### src/rtl/key_seq_defs.vh
`ifndef KEY_SEQ_DEFS_VH
`define KEY_SEQ_DEFS_VH
// ************************************************************
// widths, field positions and timing
// ************************************************************
`define ADDR_W            18
`define DATA_W            36
`define FAST_MEM_TOP      18'h0_0017
`define EXEC_STOP_BIT     10
`define CLK_PERIOD_NS     10
`define REPEAT_DELAY_NS   200000
// cycle counts sized to the counter width: 200 us and 1 us at the 10 ns clock
`define REPEAT_DELAY_CYC  16'h4E20
`define STOP_PG_DELAY_NS  1000
`define STOP_PG_CYC       16'h0064
`define KEY_CNT_W         16
// key chain states
`define KS_IDLE           3'h0
`define KS_A0             3'h1
`define KS_WAIT_STORE     3'h2
`define KS_P1             3'h3
`define KS_P3             3'h4
`define KS_WAIT_MEM       3'h5
`define KS_P4             3'h6
`define KS_REPEAT         3'h7
`endif

### src/rtl/console_key_sequencer.v
`timescale 1ns/1ps
`include "key_seq_defs.vh"
module console_key_sequencer #(
	parameter [`KEY_CNT_W-1:0] REPEAT_CYC = `REPEAT_DELAY_CYC,
	parameter [`KEY_CNT_W-1:0] STOP_PG_CYC = `STOP_PG_CYC
) (
	input  wire                  mclk,
	input  wire                  arst_n,
	input  wire                  power_clear,
	input  wire                  key_start,
	input  wire                  key_read_in,
	input  wire                  key_inst_cont,
	input  wire                  key_mem_cont,
	input  wire                  key_examine,
	input  wire                  key_examine_next,
	input  wire                  key_deposit,
	input  wire                  key_deposit_next,
	input  wire                  key_execute,
	input  wire                  key_io_reset,
	input  wire                  key_exec_mode,
	input  wire                  key_inst_stop,
	input  wire                  key_mem_stop,
	input  wire                  sw_repeat,
	input  wire [`ADDR_W-1:0]    sw_address,
	input  wire [`DATA_W-1:0]    sw_data,
	input  wire                  execute_pulse_0,
	input  wire                  exec_mode,
	input  wire                  jump_restore_instr,
	input  wire [`DATA_W-1:0]    instr_word,
	input  wire                  store_pulse_7,
	input  wire                  inst_fetched,
	input  wire [`ADDR_W-1:0]    fetch_addr,
	input  wire                  mem_done,
	input  wire                  mem_stop_set,
	output reg                   master_clear,
	output reg                   system_init_pulse,
	output reg                   launch_pulse,
	output reg                   next_inst_pulse,
	output reg                   exec_entry_pulse,
	output reg                   memory_cycle_restart,
	output reg                   mem_read_req,
	output reg                   mem_write_req,
	output reg                   operating_flag,
	output reg                   readin_mode,
	output reg                   console_rdwr_flag,
	output reg                   key_pulse_a0,
	output reg                   key_pulse_1,
	output reg                   key_pulse_3,
	output reg                   key_pulse_4,
	output reg  [`ADDR_W-1:0]    memory_address_reg,
	output reg  [`DATA_W-1:0]    accumulate_register,
	output reg  [`DATA_W-1:0]    buffer_register
);
	// ************************************************************
	// pin synchronisers
	// ************************************************************
	localparam NK = 16;
	wire [NK-1:0] raw = {key_start, key_read_in, key_inst_cont, key_mem_cont,
		key_examine, key_examine_next, key_deposit, key_deposit_next,
		key_execute, key_io_reset, key_exec_mode, key_inst_stop,
		key_mem_stop, sw_repeat, power_clear, 1'b0};
	reg [NK-1:0] s1_q;
	reg [NK-1:0] s2_q;
	reg [`ADDR_W-1:0] a1_q;
	reg [`ADDR_W-1:0] a2_q;
	reg [`DATA_W-1:0] d1_q;
	reg [`DATA_W-1:0] d2_q;

	// two flops on every console pin before any logic reads it
	always @(posedge mclk or negedge arst_n) begin
		if (!arst_n) begin
			s1_q <= 16'h0000;
			s2_q <= 16'h0000;
			a1_q <= 18'h0_0000;
			a2_q <= 18'h0_0000;
			d1_q <= 36'h0_0000_0000;
			d2_q <= 36'h0_0000_0000;
		end else begin
			s1_q <= raw;
			s2_q <= s1_q;
			a1_q <= sw_address;
			a2_q <= a1_q;
			d1_q <= sw_data;
			d2_q <= d1_q;
		end
	end

	wire k_start  = s2_q[15];
	wire k_rdin   = s2_q[14];
	wire k_icont  = s2_q[13];
	wire k_mcont  = s2_q[12];
	wire k_exa    = s2_q[11];
	wire k_exan   = s2_q[10];
	wire k_dep    = s2_q[9];
	wire k_depn   = s2_q[8];
	wire k_exe    = s2_q[7];
	wire k_iorst  = s2_q[6];
	wire k_exmode = s2_q[5];
	wire k_istop  = s2_q[4];
	wire k_mstop  = s2_q[3];
	wire k_rpt    = s2_q[2];
	wire pwr_clr  = s2_q[1];

	// ************************************************************
	// composite key functions
	// ************************************************************
	wire exe_ok   = k_exe & ~operating_flag;
	wire is_exam  = k_exa | k_exan;
	wire is_dep   = k_dep | k_depn;
	// stop keys excluded; whole net dead while power clear is up
	wire key_lvl  = ~pwr_clr & (k_start | k_rdin | k_icont | k_mcont | is_exam
		| is_dep | exe_ok | k_iorst | k_exmode);
	wire go_op    = k_start | k_rdin | k_icont;
	reg  key_lvl_q;
	reg  pwr_clr_q;

	// ************************************************************
	// key time chain
	// ************************************************************
	reg [2:0] st_q;
	reg       sync_exa_q;
	reg       sync_dep_q;
	reg       start_exa_q;
	reg       start_dep_q;
	reg       op_mcont_q;
	reg       op_exe_q;
	reg       op_go_q;
	reg       op_rd_q;
	reg       wr_q;
	wire      any_start = start_exa_q | start_dep_q;
	wire      ep0_waiting = operating_flag & execute_pulse_0 & (st_q == `KS_WAIT_STORE);
	wire      rpt_done;
	wire      pg_done;
	reg       pg_arm_q;

	key_delay #(
		.COUNT (REPEAT_CYC)
	) u_repeat (
		.mclk   (mclk),
		.arst_n (arst_n),
		.start  (key_pulse_4 & k_rpt),
		.abort  (pwr_clr),
		.done   (rpt_done)
	);

	// slow backup path for instruction stop, independent of the chain
	key_delay #(
		.COUNT (STOP_PG_CYC)
	) u_stop_pg (
		.mclk   (mclk),
		.arst_n (arst_n),
		.start  (k_istop & ~pg_arm_q),
		.abort  (1'b0),
		.done   (pg_done)
	);

	// chain sequencing; every pulse output is cleared each cycle first
	always @(posedge mclk or negedge arst_n) begin
		if (!arst_n) begin
			st_q                 <= `KS_IDLE;
			key_lvl_q            <= 1'b0;
			pwr_clr_q            <= 1'b0;
			pg_arm_q             <= 1'b0;
			sync_exa_q           <= 1'b0;
			sync_dep_q           <= 1'b0;
			start_exa_q          <= 1'b0;
			start_dep_q          <= 1'b0;
			op_mcont_q           <= 1'b0;
			op_exe_q             <= 1'b0;
			op_go_q              <= 1'b0;
			op_rd_q              <= 1'b0;
			wr_q                 <= 1'b0;
			master_clear         <= 1'b0;
			system_init_pulse    <= 1'b0;
			launch_pulse         <= 1'b0;
			next_inst_pulse      <= 1'b0;
			exec_entry_pulse     <= 1'b0;
			memory_cycle_restart <= 1'b0;
			mem_read_req         <= 1'b0;
			mem_write_req        <= 1'b0;
			operating_flag       <= 1'b0;
			readin_mode          <= 1'b0;
			console_rdwr_flag    <= 1'b0;
			key_pulse_a0         <= 1'b0;
			key_pulse_1          <= 1'b0;
			key_pulse_3          <= 1'b0;
			key_pulse_4          <= 1'b0;
			memory_address_reg   <= 18'h0_0000;
			accumulate_register  <= 36'h0_0000_0000;
			buffer_register      <= 36'h0_0000_0000;
		end else begin
			key_lvl_q            <= key_lvl;
			pwr_clr_q            <= pwr_clr;
			pg_arm_q             <= k_istop;
			master_clear         <= 1'b0;
			system_init_pulse    <= 1'b0;
			launch_pulse         <= 1'b0;
			next_inst_pulse      <= 1'b0;
			exec_entry_pulse     <= 1'b0;
			memory_cycle_restart <= 1'b0;
			mem_read_req         <= 1'b0;
			mem_write_req        <= 1'b0;
			key_pulse_a0         <= 1'b0;
			key_pulse_1          <= 1'b0;
			key_pulse_3          <= 1'b0;
			key_pulse_4          <= 1'b0;

			// power clear onset and the two clearing keys only
			if ((pwr_clr & ~pwr_clr_q) | (key_pulse_1 & (k_iorst | k_exmode))) begin
				system_init_pulse <= 1'b1;
			end
			// readin spans sequences: the init pulse, a fetch above fast memory, or pulse 1 of a key other than read in or a continue key ends it
			if (system_init_pulse | (inst_fetched & (fetch_addr > `FAST_MEM_TOP))) begin
				readin_mode <= 1'b0;
			end

			// start flop arms only while a key op waits; a stale sync would stall the run
			start_exa_q <= start_exa_q | (ep0_waiting & sync_exa_q);
			start_dep_q <= start_dep_q | (ep0_waiting & sync_dep_q);

			// program stop by executive jump restore bit 10, or stop key by gate or backup
			if ((execute_pulse_0 & exec_mode & jump_restore_instr
				& instr_word[`DATA_W-1-`EXEC_STOP_BIT]) | (k_istop & execute_pulse_0) | pg_done) begin
				operating_flag <= 1'b0;
			end

			// end of main sequence while running; a waiting key op with no start flop yet
			// must not hold the processor up
			if (store_pulse_7 & operating_flag) begin
				if (!any_start) begin
					next_inst_pulse <= 1'b1;
					master_clear    <= 1'b1;
				end
			end

			// repeat mode: store pulse 7 with stop held, or the memory stop flop setting
			if (k_rpt & ((store_pulse_7 & op_go_q & k_istop) | (mem_stop_set & k_mstop))) begin
				key_pulse_4 <= 1'b1;
			end

			case (st_q)
			`KS_IDLE: begin
				// rising key level or repeat expiry starts the chain
				if ((key_lvl & ~key_lvl_q) | (rpt_done & key_lvl)) begin
					st_q         <= `KS_A0;
					key_pulse_a0 <= 1'b1;
					op_mcont_q   <= k_mcont;
					op_exe_q     <= exe_ok;
					op_go_q      <= go_op;
					op_rd_q      <= is_exam;
					wr_q         <= is_dep;
					// a0: clear all four, or set the matching sync flop
					sync_exa_q   <= is_exam;
					sync_dep_q   <= is_dep;
					start_exa_q  <= 1'b0;
					start_dep_q  <= 1'b0;
				end
			end
			`KS_A0: begin
				if (op_mcont_q | ~operating_flag) begin
					st_q <= `KS_P1;
				end else if (op_rd_q | wr_q) begin
					st_q <= `KS_WAIT_STORE;
				end else begin
					st_q <= `KS_IDLE;
				end
			end
			`KS_WAIT_STORE: begin
				// final store pulse with a start flop set enters the key cycle
				if (store_pulse_7 & any_start) begin
					st_q <= `KS_P1;
				end else if (~operating_flag) begin
					st_q <= `KS_P1;
				end
			end
			`KS_P1: begin
				key_pulse_1 <= 1'b1;
				if (op_mcont_q) begin
					memory_cycle_restart <= 1'b1;
				end else begin
					master_clear <= 1'b1;
				end
				if (k_rdin) begin
					readin_mode <= 1'b1;
				end else if (~(k_icont | k_mcont)) begin
					readin_mode <= 1'b0;
				end
				if (k_start | k_rdin | k_exa | k_dep) begin
					memory_address_reg <= a2_q;
				end else if (k_exan | k_depn) begin
					memory_address_reg <= memory_address_reg + 18'h0_0001;
				end
				if (is_dep | op_exe_q) begin
					accumulate_register <= d2_q;
				end
				st_q <= op_mcont_q ? `KS_IDLE : `KS_P3;
			end
			`KS_P3: begin
				key_pulse_3 <= 1'b1;
				st_q        <= `KS_IDLE;
				if (op_go_q) begin
					launch_pulse   <= 1'b1;
					master_clear   <= 1'b1;
					operating_flag <= 1'b1;
				end else if (op_exe_q) begin
					buffer_register  <= accumulate_register;
					exec_entry_pulse <= 1'b1;
					key_pulse_4      <= k_rpt;
				end else if (op_rd_q | wr_q) begin
					console_rdwr_flag <= 1'b1;
					mem_read_req      <= op_rd_q;
					mem_write_req     <= wr_q;
					if (wr_q) begin
						buffer_register <= accumulate_register;
					end
					st_q <= `KS_WAIT_MEM;
				end
			end
			`KS_WAIT_MEM: begin
				if (mem_done) begin
					memory_cycle_restart <= 1'b1;
					console_rdwr_flag    <= 1'b0;
					st_q                 <= `KS_P4;
				end
			end
			`KS_P4: begin
				// read/write return gives pulse 4
				key_pulse_4 <= 1'b1;
				st_q        <= `KS_IDLE;
				if (any_start) begin
					launch_pulse <= 1'b1;
					master_clear <= 1'b1;
					start_exa_q  <= 1'b0;
					start_dep_q  <= 1'b0;
				end
			end
			default: begin
				st_q <= `KS_IDLE;
			end
			endcase
		end
	end
endmodule // console_key_sequencer

### src/rtl/key_delay.v
`timescale 1ns/1ps
`include "key_seq_defs.vh"
// one-shot cycle delay: done pulses once, count cycles after start
module key_delay #(
	parameter [`KEY_CNT_W-1:0] COUNT = 16'h0064
) (
	input  wire                  mclk,
	input  wire                  arst_n,
	input  wire                  start,
	input  wire                  abort,
	output reg                   done
);
	reg [`KEY_CNT_W-1:0] cnt_q;
	reg                  busy_q;

	// ************************************************************
	// counter
	// ************************************************************
	// a restart while busy reloads, so the delay is from the last start
	always @(posedge mclk or negedge arst_n) begin
		if (!arst_n) begin
			cnt_q  <= 16'h0000;
			busy_q <= 1'b0;
			done   <= 1'b0;
		end else begin
			done <= 1'b0;
			if (abort) begin
				busy_q <= 1'b0;
			end else if (start) begin
				cnt_q  <= COUNT;
				busy_q <= 1'b1;
			end else if (busy_q) begin
				if (cnt_q <= 16'h0001) begin
					busy_q <= 1'b0;
					done   <= 1'b1;
				end else begin
					cnt_q <= cnt_q - 16'h0001;
				end
			end
		end
	end
endmodule // key_delay

### config.mk
export PLATFORM = sky130hd
export DESIGN_NAME = console_key_sequencer
export DESIGN_NICKNAME = d
export VERILOG_FILES = /design/src/rtl/console_key_sequencer.v /design/src/rtl/key_delay.v
export VERILOG_INCLUDE_DIRS = /design/src /design/src/rtl
export SDC_FILE = /design/constraint.sdc
export NUM_CORES = 1
export LEC_CHECK = 0
export BUFFER_PORTS_ARGS = -buffer_cell sky130_fd_sc_hd__buf_4
export CAP_MARGIN = 20
export CORE_MARGIN = 4
export CORE_UTILIZATION = 40
export DETAILED_ROUTE_END_ITERATION = 12
export SYNTH_ARGS = -nofsm -noshare
export SYNTH_HDL_FRONTEND = slang
export SYNTH_HIERARCHICAL = 1
export SYNTH_SLANG_ARGS = --single-unit
### constraint.sdc
create_clock -name mclk -period 3.05 [get_ports mclk]
set_input_delay 0.61 -clock mclk [delete_from_list [all_inputs] [get_ports mclk]]
set_output_delay 0.61 -clock mclk [all_outputs]
set_load 0.05 [all_outputs]
==> results of run 1 <==
-- per-layer routing --
| layer | global-route usage [%] | vias up | wire (microns) |
|---|---|---|---|
| met5 | 0 | - | 0 |
| li1 | - | 3238 | - |
| met3 | 3.79 | 44 | 1590 |
| met4 | 4.96 | 0 | 718 |
| met1 | 21.2 | 3479 | 10000 |
| met2 | 24.5 | 186 | 11000 |
-- power groups by stage --
stage                     sequential, uW  clock [uW]  combinational, uW
final                               5660        4020               5450
after global routing                5800        4300               5780
after detailed placement            5720           0               5510
after global placement              5700           0               5450
after floorplan                     7740           0               1620
after CTS                           5670        4140               5520
-- Yosys cell counts (3+ instances only) --
| library cell | number |
|---|---|
| sky130_fd_sc_hd__o22ai_1 | 11 |
| sky130_fd_sc_hd__a21oi_1 | 39 |
| sky130_fd_sc_hd__and2_1 | 6 |
| sky130_fd_sc_hd__a211o_1 | 4 |
| sky130_fd_sc_hd__o41ai_1 | 4 |
| sky130_fd_sc_hd__nor2b_1 | 4 |
| sky130_fd_sc_hd__o22a_1 | 5 |
| sky130_fd_sc_hd__xor2_1 | 3 |
| sky130_fd_sc_hd__or4_1 | 8 |
| sky130_fd_sc_hd__nor3_1 | 8 |
| sky130_fd_sc_hd__nand2b_1 | 4 |
| sky130_fd_sc_hd__or3_1 | 5 |
| sky130_fd_sc_hd__a31oi_1 | 6 |
| sky130_fd_sc_hd__ha_1 | 5 |
| sky130_fd_sc_hd__and4_1 | 3 |
| sky130_fd_sc_hd__clkbuf_1 | 9 |
| sky130_fd_sc_hd__nand2_1 | 37 |
| sky130_fd_sc_hd__nand3_1 | 19 |
| sky130_fd_sc_hd__inv_1 | 24 |
| sky130_fd_sc_hd__o211ai_1 | 4 |
| sky130_fd_sc_hd__a311oi_1 | 4 |
| sky130_fd_sc_hd__mux2_2 | 74 |
| sky130_fd_sc_hd__or4_4 | 4 |
| sky130_fd_sc_hd__o31ai_1 | 10 |
| sky130_fd_sc_hd__mux2i_1 | 5 |
| sky130_fd_sc_hd__and3_1 | 9 |
| sky130_fd_sc_hd__nor4_1 | 14 |
| sky130_fd_sc_hd__nor2_1 | 34 |
| sky130_fd_sc_hd__a2bb2oi_1 | 3 |
| sky130_fd_sc_hd__o21ai_0 | 34 |
| sky130_fd_sc_hd__nand4_1 | 6 |
| sky130_fd_sc_hd__dfrtp_1 | 292 |
| sky130_fd_sc_hd__nand3b_1 | 6 |
| sky130_fd_sc_hd__buf_2 | 9 |
| sky130_fd_sc_hd__a211oi_1 | 3 |
| sky130_fd_sc_hd__buf_4 | 7 |
-- per-stage QoR --
step           utilization [%]  cell area [sq um]
6_report                  52.6              13700
5_1_grt                   52.6              13700
4_1_cts                   52.6              13700
3_5_place_dp              48.3              12600
3_3_place_gp              48.3              12600
2_1_floorplan                -              10700
-- final cells by class --
| type | instances | area share (%) |
|---|---|---|
| Tap cell | 335 | 3.05 |
| Antenna cell | 1 | 0.0182 |
| Clock buffer | 42 | 6.38 |
| Timing Repair Buffer | 213 | 12.0 |
| Sequential cell | 292 | 53.2 |
| Multi-Input combinational cell | 430 | 22.9 |
| Inverter | 25 | 0.701 |
| Clock inverter | 16 | 1.74 |
-- cell usage in the layout (no fill, tap or decap), types with 6 or more instances in the layout --
cell type,instances
sky130_fd_sc_hd__o31ai_1,10
sky130_fd_sc_hd__clkbuf_16,31
sky130_fd_sc_hd__nand3b_1,6
sky130_fd_sc_hd__buf_4,209
sky130_fd_sc_hd__a21oi_1,39
sky130_fd_sc_hd__nor4_1,13
sky130_fd_sc_hd__mux2_2,74
sky130_fd_sc_hd__inv_1,24
sky130_fd_sc_hd__and2_1,6
sky130_fd_sc_hd__clkbuf_8,6
sky130_fd_sc_hd__a31oi_1,6
sky130_fd_sc_hd__nor3_1,8
sky130_fd_sc_hd__or4_1,8
sky130_fd_sc_hd__clkinv_2,7
sky130_fd_sc_hd__nor2_1,34
sky130_fd_sc_hd__bufinv_16,6
sky130_fd_sc_hd__nand2_1,37
sky130_fd_sc_hd__o21ai_0,34
sky130_fd_sc_hd__and3_1,9
sky130_fd_sc_hd__nand4_1,6
sky130_fd_sc_hd__o22ai_1,11
sky130_fd_sc_hd__nand3_1,19
sky130_fd_sc_hd__dfrtp_1,292
-- how the worst max path moves through the flow --
stage | to | cells after the start
after floorplan | u_repeat/cnt_q[0]$_DFFE_PN0P_ | 7
after global placement | u_stop_pg/cnt_q[11]$_DFFE_PN0P_ | 5
after detailed placement | u_stop_pg/cnt_q[9]$_DFFE_PN0P_ | 5
after CTS | u_stop_pg/cnt_q[9]$_DFFE_PN0P_ | 5
after global routing | u_stop_pg/cnt_q[9]$_DFFE_PN0P_ | 5
final | u_stop_pg/cnt_q[9]$_DFFE_PN0P_ | 5
-- cells by family (layout without fill, tap and decap cells) --
| logic type | after synthesis | in the layout | share of synthesized area [%] |
|---|---|---|---|
| AOI/OAI and AO/OA | 153 | 153 | 9.61 |
| xor gates and xnor gates | 4 | 4 | 0.328 |
| adders and majority gates | 5 | 5 | 0.586 |
| buffers and inverters | 53 | 296 | 2.38 |
| DFF | 292 | 292 | 68.4 |
| muxes | 81 | 81 | 8.55 |
| other | 1 | 4 | 0.0351 |
| and+or+nand+nor | 184 | 184 | 10.1 |
==> results.yml, run 1 <==
status:
  outcome: "completed"
synthesis:
  ys.flop_type: "sky130_fd_sc_hd__dfrtp_1"
  post_synthesis_instance_area_sq_mm: 0.0107
  synth-warning-count: 6
  seq_total_area_yosys_pct: 68.4
  yosys-top-cells-area: "sky130_fd_sc_hd__dfrtp_1, sky130_fd_sc_hd__mux2_2, sky130_fd_sc_hd__a21oi_1"
  postSynthRegisterBits: 292
  synth_cell_type_count: 76
  synth_top_cell_by_area: "sky130_fd_sc_hd__dfrtp_1"
  synth-edff-count: 0
  post-synth-top-area-fraction_pct: 68.4
  asyncSetResetFlopFracSynth_pct: 100
  syn_avg_cell_area_sq_um: 13.8
  syn_inst: 773
critical_path:
  worstPathCellList: "or4_4, or4_1, o31ai_4, or2_1, o21ai_0"
  crit_path_max_incr_delay_ns: 0.57
  timing.critical_path.required_ns: 3.47
  worstSetupEndpointType: "flop"
  timing.rr.start: "u_stop_pg/cnt_q[9]$_DFFE_PN0P_"
  worst-endpoint-arrival_ns: 2.86
  critPathLaunch: "u_stop_pg/cnt_q[9]$_DFFE_PN0P_"
  ff2ff_setup_slack_ns: 0.60
  crit_path_start_kind: "flop"
  rr_worst_depth: 5
  timing.critical_path.fanout_max: 9
  worstReg2RegEnd: "u_stop_pg/cnt_q[9]$_DFFE_PN0P_"
  path_buf_inv: 0
  critical_path.slowest_cell: "sky130_fd_sc_hd__or4_4"
  setup.worst_path.class: "reg -> reg"
  worst_path_dominant_cell_family: "simple AND/OR/NAND/NOR gates"
cts:
  clk_latency_ns: 0.55
  cts_hold_buf: 0
  cts.clk_slew.worst_paths_ns: 0.06
  cts_setup_buffers: 0
  cts-resized-gates: 0
  cts.sink_count: 292
  htree_num_levels: 1
  clockRootBuffer: "sky130_fd_sc_hd__clkbuf_16"
  cts_tree: "built"
  cts-buffers-inserted: 31
  clock_path_buffers: 3
sta:
  max_slew_margin_pct: 40.2
  slew_viol_final: 0
  setup_viol: 0
  holdWs_ns: 0.0253
  layout_worst_path_cycle_share_pct: 80.2
  tightestPinTransition_ns: 0.888
  hold_viol: 0
  finClkSkew_ns: 0.0103
  timing.fmax_ghz: 0.409
  tns_ns: 0
  minimum_clock_period_ns: 2.45
  rsz_0062_raised_after_global_routing: "no"
  layout_setup_ws_ns: 0.605
detailed_routing:
  drc: 0
  drtAntennaViolNets: 0
  wl_cell_microns: 17.2
  route.detailed.vias_per_inst: 5.13
  vias: 6947
  drt_pre_antenna_iters: 6
  wirelength_mm: 23.3
  initialDrtViolationCount: 385
grt:
  track_usage_pct: 15.5
  grt_pass1_vias: 6936
  number_of_antenna_violations_at_the_first_check_in_global_routing: 1
  grt_overflow: 0
  grt_start_max_net_pins: 75
  grt_pass1_wl_mm: 36.7
placed_design:
  place_inst: 1295
  io_buffer_count: 198
  dp_worst_setup_slack_ns: 0.619
  detailed_place_hpwl_mm: 16.0
  globalplace.congestion: 0.833
power_and_ir_drop:
  power.static_leakage_uw: 0.00625
  cellPowerDensity_mw_per_mm2: 1100
  netSwitchingFraction_pct: 39.2
  power.share.clock_pct: 26.5
  power_switching_uw: 5930
  p_total_uw: 15100
  share_comb_of_total_power_pct: 36.0
  cell_internal_pwr_uw: 9200
  ir_drop_mv: 0.836
  pwr-share-seq_pct: 37.4
finish:
  final_layout_size_suffix_gt1_share_pct: 36.1
  area.growth.synth_to_final_pct: 28.6
  n_fill_cell: 2315
  sequential_area_sq_mm: 0.00731
  nets: 1130
  instances_no_fill: 1354
  multi_input_comb_area_sq_mm: 0.00315
floorplanning:
  initial_utilization_pct: 40.9
  die_area_sq_mm: 0.0294
  die-width_microns: 171
  core_sq_mm: 0.0261
  ioPinCount: 237
  placement_row_count: 59
  fp.dieH_microns: 171
run:
  max_cap_viol_count: 0
hold_path:
  hold_path.class: "in -> async"
Power figures use the tool's default switching activity.
==> run 2, diff against run 1 <==
==> constraint.sdc (replaced) <==
create_clock -name mclk -period 2.4 [get_ports mclk]
set_input_delay 0.48 -clock mclk [delete_from_list [all_inputs] [get_ports mclk]]
set_output_delay 0.48 -clock mclk [all_outputs]
set_load 0.05 [all_outputs]
==> results.yml, run 2 (synthesis gave the netlist of run 1 again) <==
status:
  outcome: "completed"
cts:
  cts_tree: "built"
  clockRootBuffer: "sky130_fd_sc_hd__clkbuf_16"
  cts_setup_buffers: 0
  cts-resized-gates: 0
  cts-buffers-inserted: 31
  cts.sink_count: 292
  clk_latency_ns: 0.54
  cts_hold_buf: 1
  cts.clk_slew.worst_paths_ns: 0.06
  clock_path_buffers: 3
  htree_num_levels: 1
critical_path:
  worst_path_dominant_cell_family: "simple AND/OR/NAND/NOR gates"
  crit_path_max_incr_delay_ns: 0.54
  timing.critical_path.required_ns: 2.83
  timing.critical_path.fanout_max: 4
  worst-endpoint-arrival_ns: 2.66
  worstPathCellList: "or4_4, or4_1, o31ai_4, buf_4, nor2_1, o22a_1"
  path_buf_inv: 1
  worstSetupEndpointType: "flop"
  crit_path_start_kind: "flop"
  critical_path.slowest_cell: "sky130_fd_sc_hd__or4_4"
  setup.worst_path.class: "reg -> reg"
floorplanning:
  placement_row_count: 59
  core_sq_mm: 0.0261
  die_area_sq_mm: 0.0294
  ioPinCount: 237
  initial_utilization_pct: 40.9
  die-width_microns: 171
  fp.dieH_microns: 171
sta:
  slew_viol_final: 0
  setup_viol: 0
  minimum_clock_period_ns: 2.24
  layout_worst_path_cycle_share_pct: 93.2
  timing.fmax_ghz: 0.447
  max_slew_margin_pct: 64.1
  rsz_0062_raised_after_global_routing: "no"
  hold_viol: 0
  finClkSkew_ns: 0.00857
  tns_ns: 0
  tightestPinTransition_ns: 0.538
hold_path:
  hold_path.class: "in -> reg"
placed_design:
  place_inst: 1311
  io_buffer_count: 198
  globalplace.congestion: 0.814
  detailed_place_hpwl_mm: 16.7
detailed_routing:
  initialDrtViolationCount: 412
  drt_pre_antenna_iters: 4
  route.detailed.vias_per_inst: 5.12
  vias: 7009
  drc: 0
  wirelength_mm: 23.7
  wl_cell_microns: 17.3
  drtAntennaViolNets: 0
grt:
  grt_overflow: 0
  grt_pass1_wl_mm: 37.7
  track_usage_pct: 16.0
  grt_start_max_net_pins: 65
  grt_pass1_vias: 7072
  number_of_antenna_violations_at_the_first_check_in_global_routing: 2
power_and_ir_drop:
  cellPowerDensity_mw_per_mm2: 1400
  ir_drop_mv: 1.05
  power.static_leakage_uw: 0.00635
  p_total_uw: 19500
finish:
  n_fill_cell: 2223
  highest_count_cells_in_the_layout_ignoring_fill_and_taps: "sky130_fd_sc_hd__dfrtp_1, sky130_fd_sc_hd__buf_4, sky130_fd_sc_hd__mux2_2"
  sequential_area_sq_mm: 0.00731
  nets: 1147
  instances_no_fill: 1370
  area.growth.synth_to_final_pct: 30.5
  multi_input_comb_area_sq_mm: 0.00315
  final_layout_size_suffix_gt1_share_pct: 37.2
  most_common_cell_after_layout_fill_and_taps_aside: "sky130_fd_sc_hd__dfrtp_1"
  utilization_pct: 53.3
run:
  max_cap_viol_count: 0
[run 2: cell count changes in the layout (fill, tap and decap cells not counted), sizes merged]
cell         before  now
buf             213  229
bufinv            6    7
clkbuf           42   43
clkinv            7    3
clkinvlp          2    3
dlygate4sd3       0    1
[run 2: worst paths after layout]
check | end | startpoint | slack, ns | depth (start not counted)
min in group asynchronous | u_repeat/cnt_q[2]$_DFFE_PN0P_ | arst_n | 0.50 | 2
max in group asynchronous | d1_q[9]$_DFF_PN0_ | arst_n | 1.23 | 3
max | u_stop_pg/cnt_q[2]$_DFFE_PN0P_ | u_stop_pg/cnt_q[9]$_DFFE_PN0P_ | 0.16 | 6
min | s1_q[2]$_DFF_PN0_ | sw_repeat | 0.04 | 1
max reg2reg | u_stop_pg/cnt_q[2]$_DFFE_PN0P_ | u_stop_pg/cnt_q[9]$_DFFE_PN0P_ | 0.16 | 6
min reg2reg | s2_q[9]$_DFF_PN0_ | s1_q[9]$_DFF_PN0_ | 0.34 | 0
[run 2: cell type report]
class | count | share of cell area [%]
flip-flops and latches | 292 | 52.4
clock inverters | 14 | 1.84
diodes | 1 | 0.0180
inverters | 25 | 0.691
clock buffers | 43 | 6.46
multi-input cells | 430 | 22.6
repair buffers | 230 | 12.9
well taps | 335 | 3.01
[run 2: power breakdown]
part | switching, uW | internal (uW)
combinational | 4580 | 2450
clock | 1880 | 3360
sequential | 1080 | 6100
total | 7550 | 11900
[run 2: layer usage]
metal,track usage [%],share of wire [%],wire (microns)
met5,0,0.055,13
met4,4.06,2.0,482
met3,4.25,6.8,1610
met2,26.2,49,11600
met1,21.3,42,10000
[run 2: through the flow]
step                setup slack [ns]  cell area (sq um)  hold WS (ns)
floorplan                     0.0351              10700         0.184
global placement               0.180              12800         0.331
detailed placement             0.163              12800         0.335
CTS                            0.144              13900        0.0126
global route                  0.0457              13900       0.00707
finish                         0.163              13900        0.0409
[run 2: worst register-to-register path, delay by kind of cell, from the launching register on]
family                 cells  cell delay [ns]
AO/OA/AOI/OAI              2             0.48
buffers and inverters      1             0.17
flip-flops                 1             0.40
AND/OR/NAND/NOR            3             1.08
